===== src/ocm_pkg.sv =====
// Shared constants, field layouts and types of the output clock matrix
package ocm_pkg;

	// ************************************************************
	// Register offsets
	// ************************************************************
	localparam logic [7:0] OFS_CTL_PIN = 8'h0A;
	localparam logic [7:0] OFS_IN_SRC = 8'h0B;
	localparam logic [7:0] OFS_PWR = 8'h0C;
	localparam logic [7:0] OFS_DIV0 = 8'h0D;
	localparam logic [7:0] OFS_OUT0 = 8'h13;
	localparam logic [7:0] OFS_SSC_GAP = 8'h19;
	localparam logic [7:0] OFS_CNT_GAP = 8'h1A;
	localparam logic [7:0] OFS_DSRC01 = 8'h1B;
	localparam logic [7:0] OFS_LAST = 8'h1D;
	localparam int NUM_REGS = 20;
	localparam int NUM_OUT = 6;

	// ************************************************************
	// Field positions
	// ************************************************************
	localparam int CTL_FUNC_LSB = 2;
	localparam int INPUT_SELECT_BIT = 4;
	localparam int INPUT_SOURCE_LSB = 6;
	localparam int POWER_DOWN_BIT = 6;
	localparam int PWR_FUNC_LSB = 0;
	localparam int DIV_RATIO_W = 7;
	localparam int SEL_W = 3;

	// ************************************************************
	// Codes
	// ************************************************************
	localparam logic [1:0] CTL_FORCE_LOW = 2'h0;
	localparam logic [1:0] CTL_HIGH_Z = 2'h1;
	localparam logic [1:0] SRC_CRYSTAL = 2'h0;
	localparam logic [1:0] SRC_SINGLE = 2'h1;
	localparam logic [1:0] SRC_DIFF = 2'h2;
	localparam logic [1:0] PWR_FUNC_PD = 2'h0;
	localparam logic [1:0] PWR_FUNC_BYPASS = 2'h1;
	localparam logic [1:0] PWR_FUNC_INSEL = 2'h2;
	localparam logic [2:0] DSRC_BYPASS = 3'h0;
	localparam logic [2:0] DSRC_PLL1 = 3'h1;
	localparam logic [2:0] DSRC_PLL2 = 3'h2;
	localparam logic [2:0] DSRC_PLL2_SSC = 3'h3;
	localparam logic [2:0] DSRC_PLL3 = 3'h4;

	// ************************************************************
	// Reset values, indexed by offset minus OFS_CTL_PIN
	// ************************************************************
	localparam logic [7:0] RESET_BYTES [NUM_REGS] = '{
		8'h00, 8'h00, 8'h00,
		8'h0A, 8'h14, 8'h08, 8'h09, 8'h20, 8'h04,
		8'h3A, 8'h3A, 8'h3A, 8'h3A, 8'h3A, 8'h3A,
		8'h00, 8'h00,
		8'h42, 8'h11, 8'h11
	};

	// ************************************************************
	// Types
	// ************************************************************
	typedef struct packed {
		logic spare;
		logic invert;
		logic [1:0] slew;
		logic enable;
		logic [2:0] source;
	} ocm_out_cfg_t;

	typedef struct packed {
		logic pll3;
		logic pll2_ssc;
		logic pll2;
		logic pll1;
	} ocm_pll_clks_t;

endpackage


===== src/ocm_top.sv =====
// Output clock matrix: management bus slave, input select, dividers, outputs
//
// What this block does
// RQ1 - With control function 00, a low control pin forces plain outputs low and inverted high.
// RQ2 - With control function 01, a low control pin tri-states every output; 10 and 11 reserved.
// RQ3 - The input-select bit picks clock input a when 0 (default) and b when 1.
// RQ4 - The input-select bit is ignored in crystal and differential input modes.
// RQ5 - Source code 00 is crystal (default), 10 differential, 11 reserved.
// RQ6 - Source code 01 makes both inputs single-ended, picked by the input-select bit or pin.
// RQ7 - Power-down bit 1 stops PLLs and input stage, tri-states outputs, keeps registers and bus.
// RQ8 - Power-down wins over any tri-state or forced-low state asked for by the pins.
// RQ9 - Each post-divider divides its source by its 7-bit code, 1 to 127, code 0 not allowed.
// RQ10 - Post-divider ratios reset to 10, 20, 8, 9, 32 and 4.
// RQ11 - Each output has a 3-bit divider select, codes 0 to 5, default divider two.
// RQ12 - An output drives its clock when enabled (default) and holds low when disabled.
// RQ13 - An output passes its clock when invert is 0 (default) and its complement when 1.
// RQ14 - Each divider source code picks bypass, PLL1, PLL2, PLL2 spread or PLL3.
// RQ15 - With the power pin set for input selection, its level overrides the input-select bit.
// RQ16 - Software must not write reserved codes or a zero divide ratio.
`timescale 1ns/100ps
module ocm_top #(
	parameter logic [6:0] BUS_ADDRESS = 7'h50 // Arbitrary value
) (
	// Clock and reset
	input wire logic i_clock,
	input wire logic i_rst,
	// Management bus
	input wire logic i_scl,
	input wire logic i_sda,
	output logic o_sda_out,
	output logic o_sda_oe,
	// Control pins
	input wire logic i_output_control_pin,
	input wire logic i_power_control_pin,
	// Clock sources
	input wire logic i_clock_input_a,
	input wire logic i_clock_input_b,
	input wire ocm_pkg::ocm_pll_clks_t i_pll_clks,
	// Towards the PLL section
	output logic o_input_clock,
	output logic o_pll_power_down,
	output logic o_input_stage_power_down,
	// Clock outputs
	output logic [ocm_pkg::NUM_OUT-1:0] o_clock_output_n,
	output logic [ocm_pkg::NUM_OUT-1:0] o_clock_output_oe
);

	// ************************************************************
	// Register map helpers
	// ************************************************************
	function automatic logic reg_hit(input logic [7:0] ofs);
		reg_hit = (ofs >= ocm_pkg::OFS_CTL_PIN) && (ofs <= ocm_pkg::OFS_LAST) &&
			(ofs != ocm_pkg::OFS_SSC_GAP) && (ofs != ocm_pkg::OFS_CNT_GAP);
	endfunction

	function automatic logic [4:0] reg_idx(input logic [7:0] ofs);
		reg_idx = 5'(ofs - ocm_pkg::OFS_CTL_PIN);
	endfunction

	// ************************************************************
	// Bus pin sampling
	// ************************************************************
	logic scl_q, scl_d, scl_prev_q, scl_prev_d;
	logic sda_q, sda_d, sda_prev_q, sda_prev_d;
	logic scl_rise, scl_fall, bus_start, bus_stop;

	always_comb begin
		scl_d = i_scl;
		sda_d = i_sda;
		scl_prev_d = scl_q;
		sda_prev_d = sda_q;
	end

	always_ff @(posedge i_clock or posedge i_rst) begin
		if (i_rst) begin
			scl_q <= 1'b1;
			sda_q <= 1'b1;
			scl_prev_q <= 1'b1;
			sda_prev_q <= 1'b1;
		end else begin
			scl_q <= scl_d;
			sda_q <= sda_d;
			scl_prev_q <= scl_prev_d;
			sda_prev_q <= sda_prev_d;
		end
	end

	assign scl_rise = scl_q && !scl_prev_q;
	assign scl_fall = !scl_q && scl_prev_q;
	assign bus_start = scl_q && scl_prev_q && sda_prev_q && !sda_q;
	assign bus_stop = scl_q && scl_prev_q && !sda_prev_q && sda_q;

	// ************************************************************
	// Bus slave state machine
	// ************************************************************
	typedef enum logic [2:0] {
		ST_IDLE, ST_ADDR, ST_CMD, ST_WDATA, ST_ACKWAIT, ST_ACK, ST_RDATA, ST_MACK
	} ocm_bus_state_t;

	ocm_bus_state_t st_q, st_d, after_q, after_d;
	logic [2:0] bit_q, bit_d;
	logic [7:0] shift_q, shift_d;
	logic [7:0] ptr_q, ptr_d;
	logic oe_q, oe_d;
	logic [7:0] next_byte;
	logic [7:0] rd_byte;
	logic wr_en;
	logic [7:0] wr_byte;
	logic [7:0] regs_q [ocm_pkg::NUM_REGS];
	logic [7:0] regs_d [ocm_pkg::NUM_REGS];

	// Unmapped offsets read as zero and ignore writes
	assign rd_byte = reg_hit(ptr_q) ? regs_q[reg_idx(ptr_q)] : 8'h00;

	always_comb begin
		st_d = st_q;
		after_d = after_q;
		bit_d = bit_q;
		shift_d = shift_q;
		ptr_d = ptr_q;
		oe_d = oe_q;
		wr_en = 1'b0;
		wr_byte = 8'h00;
		next_byte = {shift_q[6:0], sda_q};
		if (bus_start) begin
			st_d = ST_ADDR;
			bit_d = 3'h0;
			oe_d = 1'b0;
		end else if (bus_stop) begin
			st_d = ST_IDLE;
			oe_d = 1'b0;
		end else begin
			case (st_q)
				ST_IDLE: begin
					oe_d = 1'b0;
				end
				ST_ADDR, ST_CMD, ST_WDATA: begin
					if (scl_rise) begin
						shift_d = next_byte;
						bit_d = bit_q + 3'h1;
						if (bit_q == 3'h7) begin
							st_d = ST_ACKWAIT;
							if (st_q == ST_ADDR) begin
								if (next_byte[7:1] != BUS_ADDRESS) begin
									st_d = ST_IDLE;
								end
								after_d = next_byte[0] ? ST_RDATA : ST_CMD;
							end else if (st_q == ST_CMD) begin
								ptr_d = next_byte;
								after_d = ST_WDATA;
							end else begin
								wr_en = 1'b1;
								wr_byte = next_byte;
								ptr_d = ptr_q + 8'h01;
								after_d = ST_WDATA;
							end
						end
					end
				end
				ST_ACKWAIT: begin
					if (scl_fall) begin
						oe_d = 1'b1;
						st_d = ST_ACK;
					end
				end
				ST_ACK: begin
					if (scl_fall) begin
						oe_d = 1'b0;
						bit_d = 3'h0;
						st_d = after_q;
						if (after_q == ST_RDATA) begin
							shift_d = rd_byte;
							ptr_d = ptr_q + 8'h01;
							oe_d = !rd_byte[7];
						end
					end
				end
				ST_RDATA: begin
					if (scl_fall) begin
						if (bit_q == 3'h7) begin
							oe_d = 1'b0;
							st_d = ST_MACK;
						end else begin
							bit_d = bit_q + 3'h1;
							oe_d = !shift_q[6];
							shift_d = {shift_q[6:0], 1'b0};
						end
					end
				end
				ST_MACK: begin
					if (scl_rise) begin
						st_d = sda_q ? ST_IDLE : ST_ACK;
						after_d = ST_RDATA;
					end
				end
				default: begin
					st_d = ST_IDLE;
					oe_d = 1'b0;
				end
			endcase
		end
	end

	always_ff @(posedge i_clock or posedge i_rst) begin
		if (i_rst) begin
			st_q <= ST_IDLE;
			after_q <= ST_IDLE;
			bit_q <= 3'h0;
			shift_q <= 8'h00;
			ptr_q <= 8'h00;
			oe_q <= 1'b0;
		end else begin
			st_q <= st_d;
			after_q <= after_d;
			bit_q <= bit_d;
			shift_q <= shift_d;
			ptr_q <= ptr_d;
			oe_q <= oe_d;
		end
	end

	assign o_sda_out = 1'b0;
	assign o_sda_oe = oe_q;

	// ************************************************************
	// Register file
	// ************************************************************
	// Contents survive power-down; only reset returns the defaults
	always_comb begin
		regs_d = regs_q;
		if (wr_en && reg_hit(ptr_q)) begin
			regs_d[reg_idx(ptr_q)] = wr_byte; // RQ7
		end
	end

	always_ff @(posedge i_clock or posedge i_rst) begin
		if (i_rst) begin
			regs_q <= ocm_pkg::RESET_BYTES; // RQ10
		end else begin
			regs_q <= regs_d;
		end
	end

	// ************************************************************
	// Input stage and power control
	// ************************************************************
	logic [1:0] ctl_func, pwr_func, in_src;
	logic sel_level, pwr_down, bypass, in_clk;

	assign ctl_func = regs_q[reg_idx(ocm_pkg::OFS_CTL_PIN)][ocm_pkg::CTL_FUNC_LSB +: 2];
	assign in_src = regs_q[reg_idx(ocm_pkg::OFS_IN_SRC)][ocm_pkg::INPUT_SOURCE_LSB +: 2];
	assign pwr_func = regs_q[reg_idx(ocm_pkg::OFS_PWR)][ocm_pkg::PWR_FUNC_LSB +: 2];

	always_comb begin
		sel_level = regs_q[reg_idx(ocm_pkg::OFS_CTL_PIN)][ocm_pkg::INPUT_SELECT_BIT]; // RQ3
		if (pwr_func == ocm_pkg::PWR_FUNC_INSEL) begin
			sel_level = i_power_control_pin; // RQ15 RQ6
		end
		case (in_src)
			ocm_pkg::SRC_SINGLE: in_clk = sel_level ? i_clock_input_b : i_clock_input_a; // RQ6
			// Crystal and differential both enter on input a; select is ignored
			ocm_pkg::SRC_CRYSTAL: in_clk = i_clock_input_a; // RQ4 RQ5
			ocm_pkg::SRC_DIFF: in_clk = i_clock_input_a; // RQ4 RQ5
			default: in_clk = i_clock_input_a;
		endcase
		pwr_down = regs_q[reg_idx(ocm_pkg::OFS_PWR)][ocm_pkg::POWER_DOWN_BIT] ||
			(pwr_func == ocm_pkg::PWR_FUNC_PD && !i_power_control_pin); // RQ7
		bypass = !pwr_down && pwr_func == ocm_pkg::PWR_FUNC_BYPASS && !i_power_control_pin;
	end

	assign o_input_clock = in_clk;
	assign o_pll_power_down = pwr_down || bypass;
	assign o_input_stage_power_down = pwr_down; // RQ7

	// ************************************************************
	// Post-dividers and output matrix
	// ************************************************************
	function automatic logic pick_source(input logic [2:0] code, input logic clk_in,
		input ocm_pkg::ocm_pll_clks_t plls);
		case (code)
			ocm_pkg::DSRC_BYPASS: pick_source = clk_in;
			ocm_pkg::DSRC_PLL1: pick_source = plls.pll1;
			ocm_pkg::DSRC_PLL2: pick_source = plls.pll2;
			ocm_pkg::DSRC_PLL2_SSC: pick_source = plls.pll2_ssc;
			ocm_pkg::DSRC_PLL3: pick_source = plls.pll3;
			default: pick_source = 1'b0;
		endcase
	endfunction

	logic [ocm_pkg::NUM_OUT-1:0] div_clk;

	genvar g;
	generate
		for (g = 0; g < ocm_pkg::NUM_OUT; g++) begin : g_lane
			logic [2:0] dsrc;
			logic [7:0] dsrc_byte;
			logic div_src, lane_clk;
			ocm_pkg::ocm_out_cfg_t cfg;

			assign dsrc_byte = regs_q[reg_idx(ocm_pkg::OFS_DSRC01) + 5'(g / 2)];
			assign dsrc = dsrc_byte[(g % 2) * 4 +: ocm_pkg::SEL_W];
			assign div_src = pick_source(dsrc, in_clk, i_pll_clks); // RQ14
			assign cfg = ocm_pkg::ocm_out_cfg_t'(regs_q[reg_idx(ocm_pkg::OFS_OUT0) + 5'(g)]);

			ocm_post_divider #(
				.RATIO_W(ocm_pkg::DIV_RATIO_W)
			) u_div (
				.i_clock(i_clock),
				.i_rst(i_rst),
				.i_src(div_src),
				.i_ratio(regs_q[reg_idx(ocm_pkg::OFS_DIV0) + 5'(g)][6:0]),
				.o_clk(div_clk[g])
			);

			// Bypass test mode skips the dividers and PLLs entirely
			assign lane_clk = bypass ? in_clk :
				((cfg.source <= 3'h5) ? div_clk[cfg.source] : 1'b0); // RQ11

			ocm_output_lane u_lane (
				.i_clock(i_clock),
				.i_rst(i_rst),
				.i_clk_src(lane_clk),
				.i_enable(cfg.enable),
				.i_invert(cfg.invert),
				.i_ctl_func(ctl_func),
				.i_ctl_pin(i_output_control_pin),
				.i_power_down(pwr_down), // RQ8
				.o_out(o_clock_output_n[g]),
				.o_oe(o_clock_output_oe[g])
			);
		end
	endgenerate

endmodule // ocm_top


===== src/ocm_post_divider.sv =====
// Seven-bit post-divider of one selected source clock
`timescale 1ns/100ps
module ocm_post_divider #(
	parameter int RATIO_W = 7
) (
	// Clock and reset
	input wire logic i_clock,
	input wire logic i_rst,
	// Source and ratio
	input wire logic i_src,
	input wire logic [RATIO_W-1:0] i_ratio,
	// Divided clock
	output logic o_clk
);

	logic src_q, src_d;
	logic [RATIO_W-1:0] cnt_q, cnt_d;
	logic out_q, out_d;
	logic [RATIO_W-1:0] half;

	always_comb begin
		src_d = i_src;
		cnt_d = cnt_q;
		out_d = out_q;
		// One bit wider so the top ratio cannot wrap to a zero high time
		half = RATIO_W'(({1'b0, i_ratio} + (RATIO_W + 1)'(1)) >> 1);
		if (i_ratio == '0) begin
			// Undefined ratio: hold low rather than run wild
			out_d = 1'b0;
			cnt_d = '0;
		end else if (i_ratio == RATIO_W'(1)) begin
			out_d = i_src; // RQ9
			cnt_d = '0;
		end else if (i_src && !src_q) begin
			cnt_d = (cnt_q >= i_ratio - 1'b1) ? '0 : cnt_q + 1'b1; // RQ9
			out_d = (cnt_d < half);
		end
	end

	always_ff @(posedge i_clock or posedge i_rst) begin
		if (i_rst) begin
			src_q <= 1'b0;
			cnt_q <= '0;
			out_q <= 1'b0;
		end else begin
			src_q <= src_d;
			cnt_q <= cnt_d;
			out_q <= out_d;
		end
	end

	assign o_clk = out_q;

endmodule // ocm_post_divider


===== src/ocm_output_lane.sv =====
// One clock output: enable, inversion, control-pin and power-down gating
`timescale 1ns/100ps
module ocm_output_lane (
	// Clock and reset
	input wire logic i_clock,
	input wire logic i_rst,
	// Selected clock and settings
	input wire logic i_clk_src,
	input wire logic i_enable,
	input wire logic i_invert,
	input wire logic [1:0] i_ctl_func,
	input wire logic i_ctl_pin,
	input wire logic i_power_down,
	// Pin
	output logic o_out,
	output logic o_oe
);

	logic out_q, out_d;
	logic oe_q, oe_d;

	always_comb begin
		out_d = 1'b0;
		oe_d = 1'b1;
		if (i_power_down) begin
			oe_d = 1'b0; // RQ7 RQ8
		end else if (!i_ctl_pin && i_ctl_func == ocm_pkg::CTL_FORCE_LOW) begin
			out_d = i_invert; // RQ1
		end else if (!i_ctl_pin && i_ctl_func == ocm_pkg::CTL_HIGH_Z) begin
			oe_d = 1'b0; // RQ2
		end else if (!i_enable) begin
			out_d = 1'b0; // RQ12
		end else begin
			out_d = i_clk_src ^ i_invert; // RQ12 RQ13
		end
	end

	// Reset state is tri-stated until the first clock is seen
	always_ff @(posedge i_clock or posedge i_rst) begin
		if (i_rst) begin
			out_q <= 1'b0;
			oe_q <= 1'b0;
		end else begin
			out_q <= out_d;
			oe_q <= oe_d;
		end
	end

	assign o_out = out_q;
	assign o_oe = oe_q;

endmodule // ocm_output_lane


===== config.mk =====
export PLATFORM = sky130hd
export DESIGN_NAME = ocm_top
export DESIGN_NICKNAME = d
export VERILOG_FILES = /design/src/ocm_pkg.sv /design/src/ocm_top.sv /design/src/ocm_post_divider.sv /design/src/ocm_output_lane.sv
export SDC_FILE = /design/constraint.sdc
export NUM_CORES = 1
export LEC_CHECK = 0
export ABC_AREA = 1
export BUFFER_PORTS_ARGS = -buffer_cell sky130_fd_sc_hd__buf_2
export CAP_MARGIN = 20
export CORE_MARGIN = 1.5
export CORE_UTILIZATION = 43
export CTS_CLUSTER_DIAMETER = 120
export DETAILED_ROUTE_END_ITERATION = 6
export PLACE_DENSITY = 0.62
export REMOVE_ABC_BUFFERS = 1
export SLEW_MARGIN = 20
export SYNTH_ARGS = -nofsm -noshare
export SYNTH_HDL_FRONTEND = slang
export SYNTH_SLANG_ARGS = --single-unit
export TNS_END_PERCENT = 50

===== constraint.sdc =====
create_clock -name i_clock -period 8.11 [get_ports i_clock]
set_input_delay 0.4055 -clock i_clock [delete_from_list [all_inputs] [get_ports i_clock]]
set_output_delay 0.4055 -clock i_clock [all_outputs]
set_load 0.01 [all_outputs]

==> metrics.md, run 1 <==
| Metric | Value |
|---|---|
| CP top delay family | `adder cells` |
| DRC violations left | `4` |
| # rows | `slightly above 70` |
| Core area | `39,000 sq um` |
| IO Port Bufs | `27` |
| Crit-path max FO | `6` |
| WL final | `47,700 microns` |
| Filler Cell Count | `3,851` |
| Most frequent cells in the layout | `nand2_1 (643), inv_1 (265), dfrtp_1 (206)` |
| Root Buffer | `clkbuf_16` |
| Max clock buf depth | `3` |
| Maximum VDD drop | `between 0.15 and 0.2 mV` |
| Total CTS buffers | `30` |
| Startpoint Class | `flop` |
| Power Total | `about 4 mW` |
| Global Route Usage Sum | `a little under a quarter` |
| Antenna viol nets, final | `0` |
| Layout cells sized above 1 | `8.76%` |
| CP cell instances | `inv_1, ha_1, nand3_1, xor2_1, ha_1, nand2_1, inv_1, a21oi_1, nand2_1, inv_1, o21ai_0, a21oi_1, ha_1, a21oi_1, o21ai_0, nor2_1, nand2_1, nand2_1, nand2_1, nand2_1` |
| Critical path capture point type | `flop` |
| Initial Utilization | `about 44%` |
| Global routing usage on met3 | `between 3 and 4%` |
| Post-CTS Hold Fix Bufs | `3` |
| First-pass DRT Iterations | `7` |
| Critical path required time | `8.62 ns` |
| First-pass GRT wire length | `about 77,000 microns` |
| Vias in the first global route | `roughly 14,000` |
| Max Cap Viol | `0` |
| Htree depth | `1` |
| ANT cells | `0` |
| Crit path buffers/inverters | `3` |
| Setup Skew | `roughly 0.030 ns` |
| Final Hold Viols | `0` |
| Slowest-stage cell, CP | `dfstp_2` |
| Min Tclk post-route | `roughly 3.4 ns` |
| Cts repair resizes | `0` |
| Worst Setup Path Type | `flop to flop` |
| Net count reported at finish | `~2,400` |
| Area of the multi-input gates | `roughly 9200 sq um` |
| Register Area | `~6300 sq um` |
| Initial drt markers | `roughly 1,100` |
| Met2 GRT Util | `between 30% and 40%` |
| Synth Warn # | `0` |
| Height of the chip | `203 microns` |
| Clk sinks | `250` |
| Tcrit/Tclk final | `a little over two fifths` |
| Busiest grt layer | `met2` |
| Slew HR | `a little under a quarter` |
| Worst Hold Class | `input port to flop` |
| Critical Path AT | `around 4 ns` |
| Synthesized flop and latch total | `250` |
| Mapped Cells | `~2,300` |
| Most common cell after layout, fill and taps aside | `nand2_1` |
| Clock slew at reported path FFs | `about 0.060 ns` |
| Die X | `between 200 and 250 microns` |
| Post-DP HPWL | `34,000 microns` |
| I/O pins | `29` |
| Synth-to-Final Area Change | `7.75%` |
| Final count of pins violating max slew | `0` |
| Largest net degree at the start of global routing | `roughly 120` |
| TNS Setup | `0 ns` |
| Routed len/inst | `around 17 microns` |
| Routed vias | `15,200` |
| Worst skew pair latency | `~0.6 ns` |
| Crit-path most repeated cell | `nand2_1` |
| Util after Layout | `47.3%` |
| Syn Std Cell Area | `~17,000 sq um` |
| RePlAce Congestion | `about 0.90` |
| Peak Freq | `between 200 and 300 MHz` |
| GRT overflow | `0` |
| Failing checks | `DRC` |
| Post-CTS Setup Repair Bufs | `0` |
| Via density | `5.32` |
| P per Cell Area | `217 nW/um^2` |
| Seq/Total Area, Yosys | `about 37%` |
| Syn_area_per_cell | `between 7 and 8 sq um` |
| Initial antenna violation count | `1` |
| Synth unique cells | `44` |
| LEAKAGE | `~9.1 nW` |
| Status | `finished, violations left` |
| Met1 Use GR | `around a third` |
| Slew of the pin with the lowest slew margin | `1.13 ns` |
| Largest stage delay on the critical path | `about 0.54 ns` |
| Finished Cell Area | `18,400 sq um` |
| RSZ-0062 raised after global routing | `no` |
| Area after DPL | `17,400 sq um` |
| Final hold slack | `just over 0.2 ns` |
| CTS tree | `yes` |
| Die area | `approximately 40,000 sq um` |
| Setup violators final | `0` |
==> power breakdown <==
group	internal [mW]	leakage [nW]	total [mW]	switching [mW]
clock network	0.775	0.484	1.33	0.555
logic	0.349	5.39	1.26	0.914
registers	1.31	3.27	1.41	0.0952
total	2.44	9.14	4.00	1.56
==> layer usage <==
layer  vias to the layer above  part of all wire, %
li1                       7576                    -
met1                      7156                   46
met2                       385                   45
met3                        92                  5.6
met4                         0                  3.2
met5                         -                    0
==> flip-flops by register name (all words and copies together) (netlist names) <==
register,count
sda_prev_d,1
after_q,3
scl_prev_d,1
regs_q,82
g_lane.dsrc_byte,24
ptr_q,8
g_lane.u_div.o_clk,6
g_lane.u_lane.o_oe,1
g_lane.u_lane.o_out,6
o_sda_oe,1
sda_prev_q,1
shift_q,7
g_lane.cfg,48
bit_q,3
ctl_func,2
scl_prev_q,1
pwr_func,2
g_lane.u_div.cnt_q,42
g_lane.u_div.src_q,6
st_q,3
in_src,2
==> layout make-up <==
class,instances,area share [%]
clock buffer,49,5.00
clock inverter,7,0.359
inverter,273,5.61
tap,518,3.51
timing repair buffer,41,1.53
sequential,250,34.2
multi-input combinational,1721,49.8
==> stage by stage <==
stage                     setup slack [ns]  std cells
after floorplan                      0.904       2244
after global placement                4.79       2797
after detailed placement              4.75       2799
after CTS                             4.72       2858
after global routing                  4.31       2859
final                                 4.73       2859
==> cells in the mapped netlist (all sizes together) <==
master   instances  share of area (%)
nand4           34                1.2
nor3            32                1.0
inv            272                6.0
conb             1              0.022
o211ai           9               0.39
o21ai          295                9.3
a211oi           1              0.044
o2111ai          7               0.36
a21oi          157                4.6
xor2            48                2.5
dfstp           43                6.6
a31oi            2              0.073
o31ai            7               0.31
ha             111                8.1
xnor2           15               0.88
clkbuf          54                1.2
o22ai           10               0.37
dfrtp          207                 30
nand3          131                3.8
nor4             5               0.18
nand2          667                 15
and2             2              0.073
buf             50                2.3
o21bai           1              0.044
o221ai           1              0.051
nor2           178                4.5
clkinv           1              0.022
nand3b           7               0.31
==> worst paths after layout <==
| path | from | endpoint | slack [ns] | cells past startpoint |
|---|---|---|---|---|
| worst min register to register | scl_prev_d$_DFF_PP1_ | scl_prev_q$_DFF_PP1_ | 0.39 | 0 |
| worst min-delay path | i_output_control_pin | g_lane[1].u_lane.o_oe$_DFF_PP0_ | 0.20 | 3 |
| min in group asynchronous | i_rst | g_lane[0].u_div.cnt_q[3]$_DFFE_PP0P_ | 0.51 | 3 |
| max in group asynchronous | i_rst | ptr_q[0]$_DFFE_PP0P_ | 6.06 | 4 |
| worst max-delay path | regs_q[104]$_DFFE_PP1P_ | g_lane[3].u_div.o_clk$_DFFE_PP0P_ | 4.73 | 20 |
| worst max register to register | regs_q[104]$_DFFE_PP1P_ | g_lane[3].u_div.o_clk$_DFFE_PP0P_ | 4.73 | 20 |
==> logic make-up (layout without fill, tap and decap cells) <==
group | after synthesis | after routing | synth area share (%)
xor gates and xnor gates | 63 | 63 | 3.38
AOI/OAI and AO/OA | 490 | 490 | 15.5
buffers and inverters | 377 | 370 | 9.52
and+or+nand+nor | 1056 | 1056 | 26.6
DFF | 250 | 250 | 36.9
adders and majority gates | 111 | 111 | 8.11
other | 1 | 1 | 0.0219
==> worst register-to-register path, cell delays in order (launching register included) <==
cell	delay, ns
dfstp_2	0.54
inv_1	0.12
ha_1	0.27
nand3_1	0.13
xor2_1	0.21
ha_1	0.28
nand2_1	0.10
inv_1	0.04
a21oi_1	0.23
nand2_1	0.16
inv_1	0.13
o21ai_0	0.09
a21oi_1	0.17
ha_1	0.27
a21oi_1	0.12
o21ai_0	0.11
nor2_1	0.12
nand2_1	0.06
nand2_1	0.05
nand2_1	0.04
nand2_1	0.05
(Power assumes the default switching activity.)
==> inputs of run 2 (changes only) <==
Clock period 8.11 ns to 3.5 ns, I/O delays scaled along.
==> run 2 against run 1 <==
The run now ends clean. Critical path depth up 3. Clock skew shrank 0.020 ns. Sequential power is 130% higher. Utilization grew 0.20 points.
==> metrics.md, run 2 (synthesis gave the netlist of run 1 again) <==
| Metric | Value |
|---|---|
| Worst skew pair latency | `0.58 ns (-0.02 ns)` |
| First-pass DRT Iterations | `5 (-2)` |
| Routed vias | `15,200 (-0.15%)` |
| Total CTS buffers | `31 (+3.3%)` |
| LEAKAGE | `9.17 nW (+0.40%)` |
| DR WL met2 | `21,200 microns (-1.2%)` |
| Final Non-Filler Cells | `2,868 (+0.31%)` |
| Synth-to-Final Area Change | `8.20%` |
| Setup violators final | `0 (unchanged)` |
| Peak Freq | `312 MHz (+5.4%)` |
| Setup WS post-layout | `0.292 ns (-4.44 ns)` |
| Startpoint Class | `flop` |
| Util after Layout | `47.5% (+0.20 points)` |
| I/O pins | `29 (unchanged)` |
| Met3 wire length | `2470 microns (-8.2%)` |
| Layout cells sized above 1 | `9.32% (+0.56 points)` |
| Maximum VDD drop | `0.374 mV (+130%)` |
| Die area | `41,000 sq um (unchanged)` |
| Global Route Usage Sum | `23.1% (-0.38 points)` |
| Biggest register | `regs_q` |
| Max reg flops | `82 (unchanged)` |
| GRT overflow | `0 (unchanged)` |
| Most common cell after layout, fill and taps aside | `nand2_1` |
| Status | `completed` |
| Core area | `39,000 sq um (unchanged)` |
| CTS tree | `yes` |
| Worst Setup Path Type | `flop to flop` |
| Largest net degree at the start of global routing | `98 (-18%)` |
| Height of the chip | `203 microns (unchanged)` |
| Most frequent cells in the layout | `nand2_1 (643), inv_1 (264), dfrtp_1 (206)` |
| IO Port Bufs | `27 (unchanged)` |
| Antenna viol nets, final | `0 (unchanged)` |
| Max clock buf depth | `3 (unchanged)` |
| Placed insts | `2,805 (+0.21%)` |
| P per Cell Area | `508 nW/um^2 (+130%)` |
| ANT cells | `0 (unchanged)` |
| Setup Skew | `0.0102 ns (-0.0201 ns)` |
| Vias in the first global route | `14,200 (-1.8%)` |
| Routed len/inst | `16.3 microns (-2.0%)` |
| Die X | `203 microns (unchanged)` |
| Critical path capture point type | `flop` |
| Slew HR | `24.6% (+1.1 points)` |
| Initial antenna violation count | `0 (-1)` |
| Min Tclk post-route | `3.21 ns (-0.175 ns)` |
| DRC violations left | `0 (-4)` |
| Final Hold Viols | `0 (unchanged)` |
| # rows | `72 (unchanged)` |
| Crit-path max FO | `5 (-1)` |
| Initial Utilization | `43.9% (unchanged)` |
| Initial drt markers | `1,016 (-7.4%)` |
| Final count of pins violating max slew | `0 (unchanged)` |
| First-pass GRT wire length | `76,500 microns (-1.2%)` |
| Pre-CTS setup slack | `0.292 ns (-4.45 ns)` |
| Slew of the pin with the lowest slew margin | `1.13 ns (-0.00546 ns)` |
| Root Buffer | `clkbuf_16` |
| Post-DP HPWL | `33,700 microns (-0.94%)` |
| Max Cap Viol | `0 (unchanged)` |
| Clock slew at reported path FFs | `0.06 ns (about the same)` |
| Tcrit/Tclk final | `91.6% (+50 points)` |
| Via density | `5.29 (-0.46%)` |
| Clk sinks | `250 (unchanged)` |
| RePlAce Congestion | `0.914 (+1.1%)` |
| WL final | `46,800 microns (-1.7%)` |
| Critical path required time | `4.02 ns (-4.60 ns)` |
| RSZ-0062 raised after global routing | `no` |
| Critical Path AT | `3.73 ns (-0.16 ns)` |
| Worst Hold Class | `input port to flop` |
| Net count reported at finish | `2,448 (+0.33%)` |
| Top sig layer | `met4` |
| DRT met1 WL | `22,200 microns (+1.1%)` |
| Largest registers | `regs_q x82, g_lane.cfg x48, g_lane.u_div.cnt_q x42` |
| Htree depth | `1 (unchanged)` |
-- run 2: changes by cell type in the layout (fill, tap and decap cells not counted), sizes merged --
cell and change:
clkinv +1, clkbuf -5, inv +1, clkinvlp +3
dlygate4sd3 +1, buf +6, bufinv +2
-- run 2: worst paths after layout --
check | start | slack, ns | depth (start not counted) | to
max | regs_q[122]$_DFFE_PP1P_ | 0.29 | 23 | g_lane[1].u_div.o_clk$_DFFE_PP0P_
min | i_pll_clks[1] | 0.13 | 5 | g_lane[1].u_div.src_q$_DFF_PP0_
max reg2reg | regs_q[122]$_DFFE_PP1P_ | 0.29 | 23 | g_lane[1].u_div.o_clk$_DFFE_PP0P_
min reg2reg | scl_prev_d$_DFF_PP1_ | 0.38 | 0 | scl_prev_q$_DFF_PP1_
max in group asynchronous | i_rst | 2.34 | 4 | g_lane[0].cfg[5]$_DFFE_PP1P_
min in group asynchronous | i_rst | 0.26 | 3 | ctl_func[0]$_DFFE_PP0P_
-- run 2: per-layer routing --
layer / vias to the layer above / track usage, %
li1: 7602 / -
met1: 7154 / 33.3
met2: 373 / 37.1
met3: 57 / 2.41
met4: 0 / 5.93
met5: - / 0
-- run 2: area by class of cell --
type / instances / area, sq um
Clock buffer: 44 / 885
Clock inverter: 14 / 138
Fill cell: 3903 / 20500
Inverter: 273 / 1030
Multi-Input combinational cell: 1721 / 9190
Sequential cell: 250 / 6310
Tap cell: 518 / 648
Timing Repair Buffer: 48 / 315
-- run 2: repair_timing --
item	4_1_cts	5_1_grt
endpoints found under the hold margin	79	0
hold buffers	4	0
buffers inserted	0	1
endpoints found under the setup margin	0	3
resized for setup	0	4
-- run 2: worst max-delay path, stage by stage (launching register included) --
cell and delay [ns]:
dfstp_2 0.60, inv_1 0.14, nand2_1 0.10, inv_1 0.05
nand2_1 0.08, inv_1 0.06, nand2_1 0.09, xor2_1 0.18
ha_1 0.27, nand2_1 0.09, inv_1 0.05, a21oi_1 0.20
nand2_1 0.16, inv_2 0.11, o21ai_0 0.08, a21oi_1 0.18
ha_1 0.27, a21oi_1 0.15, nand2_1 0.07, nand2_1 0.05
nand2_1 0.04, nand2_1 0.05, nand2_1 0.04, nand2_1 0.06
-- run 2: stage by stage --
step	total power, mW	setup TNS (ns)	hold WS, ns	instance area [sq um]
after floorplan	5.23	-973.31	0.179	16500
final	9.41	0	0.129	18500
after CTS	9.43	0	0.0990	18500
after global placement	6.16	0	0.286	17400
after global routing	9.95	0	0.172	18500
after detailed placement	6.17	0	0.283	17400
-- run 2: power breakdown --
part | leakage, nW | internal [mW] | switching, mW | total [mW]
registers | 3.27 | 3.05 | 0.193 | 3.24
clock network | 0.494 | 1.90 | 1.32 | 3.22
logic | 5.41 | 0.796 | 2.15 | 2.94
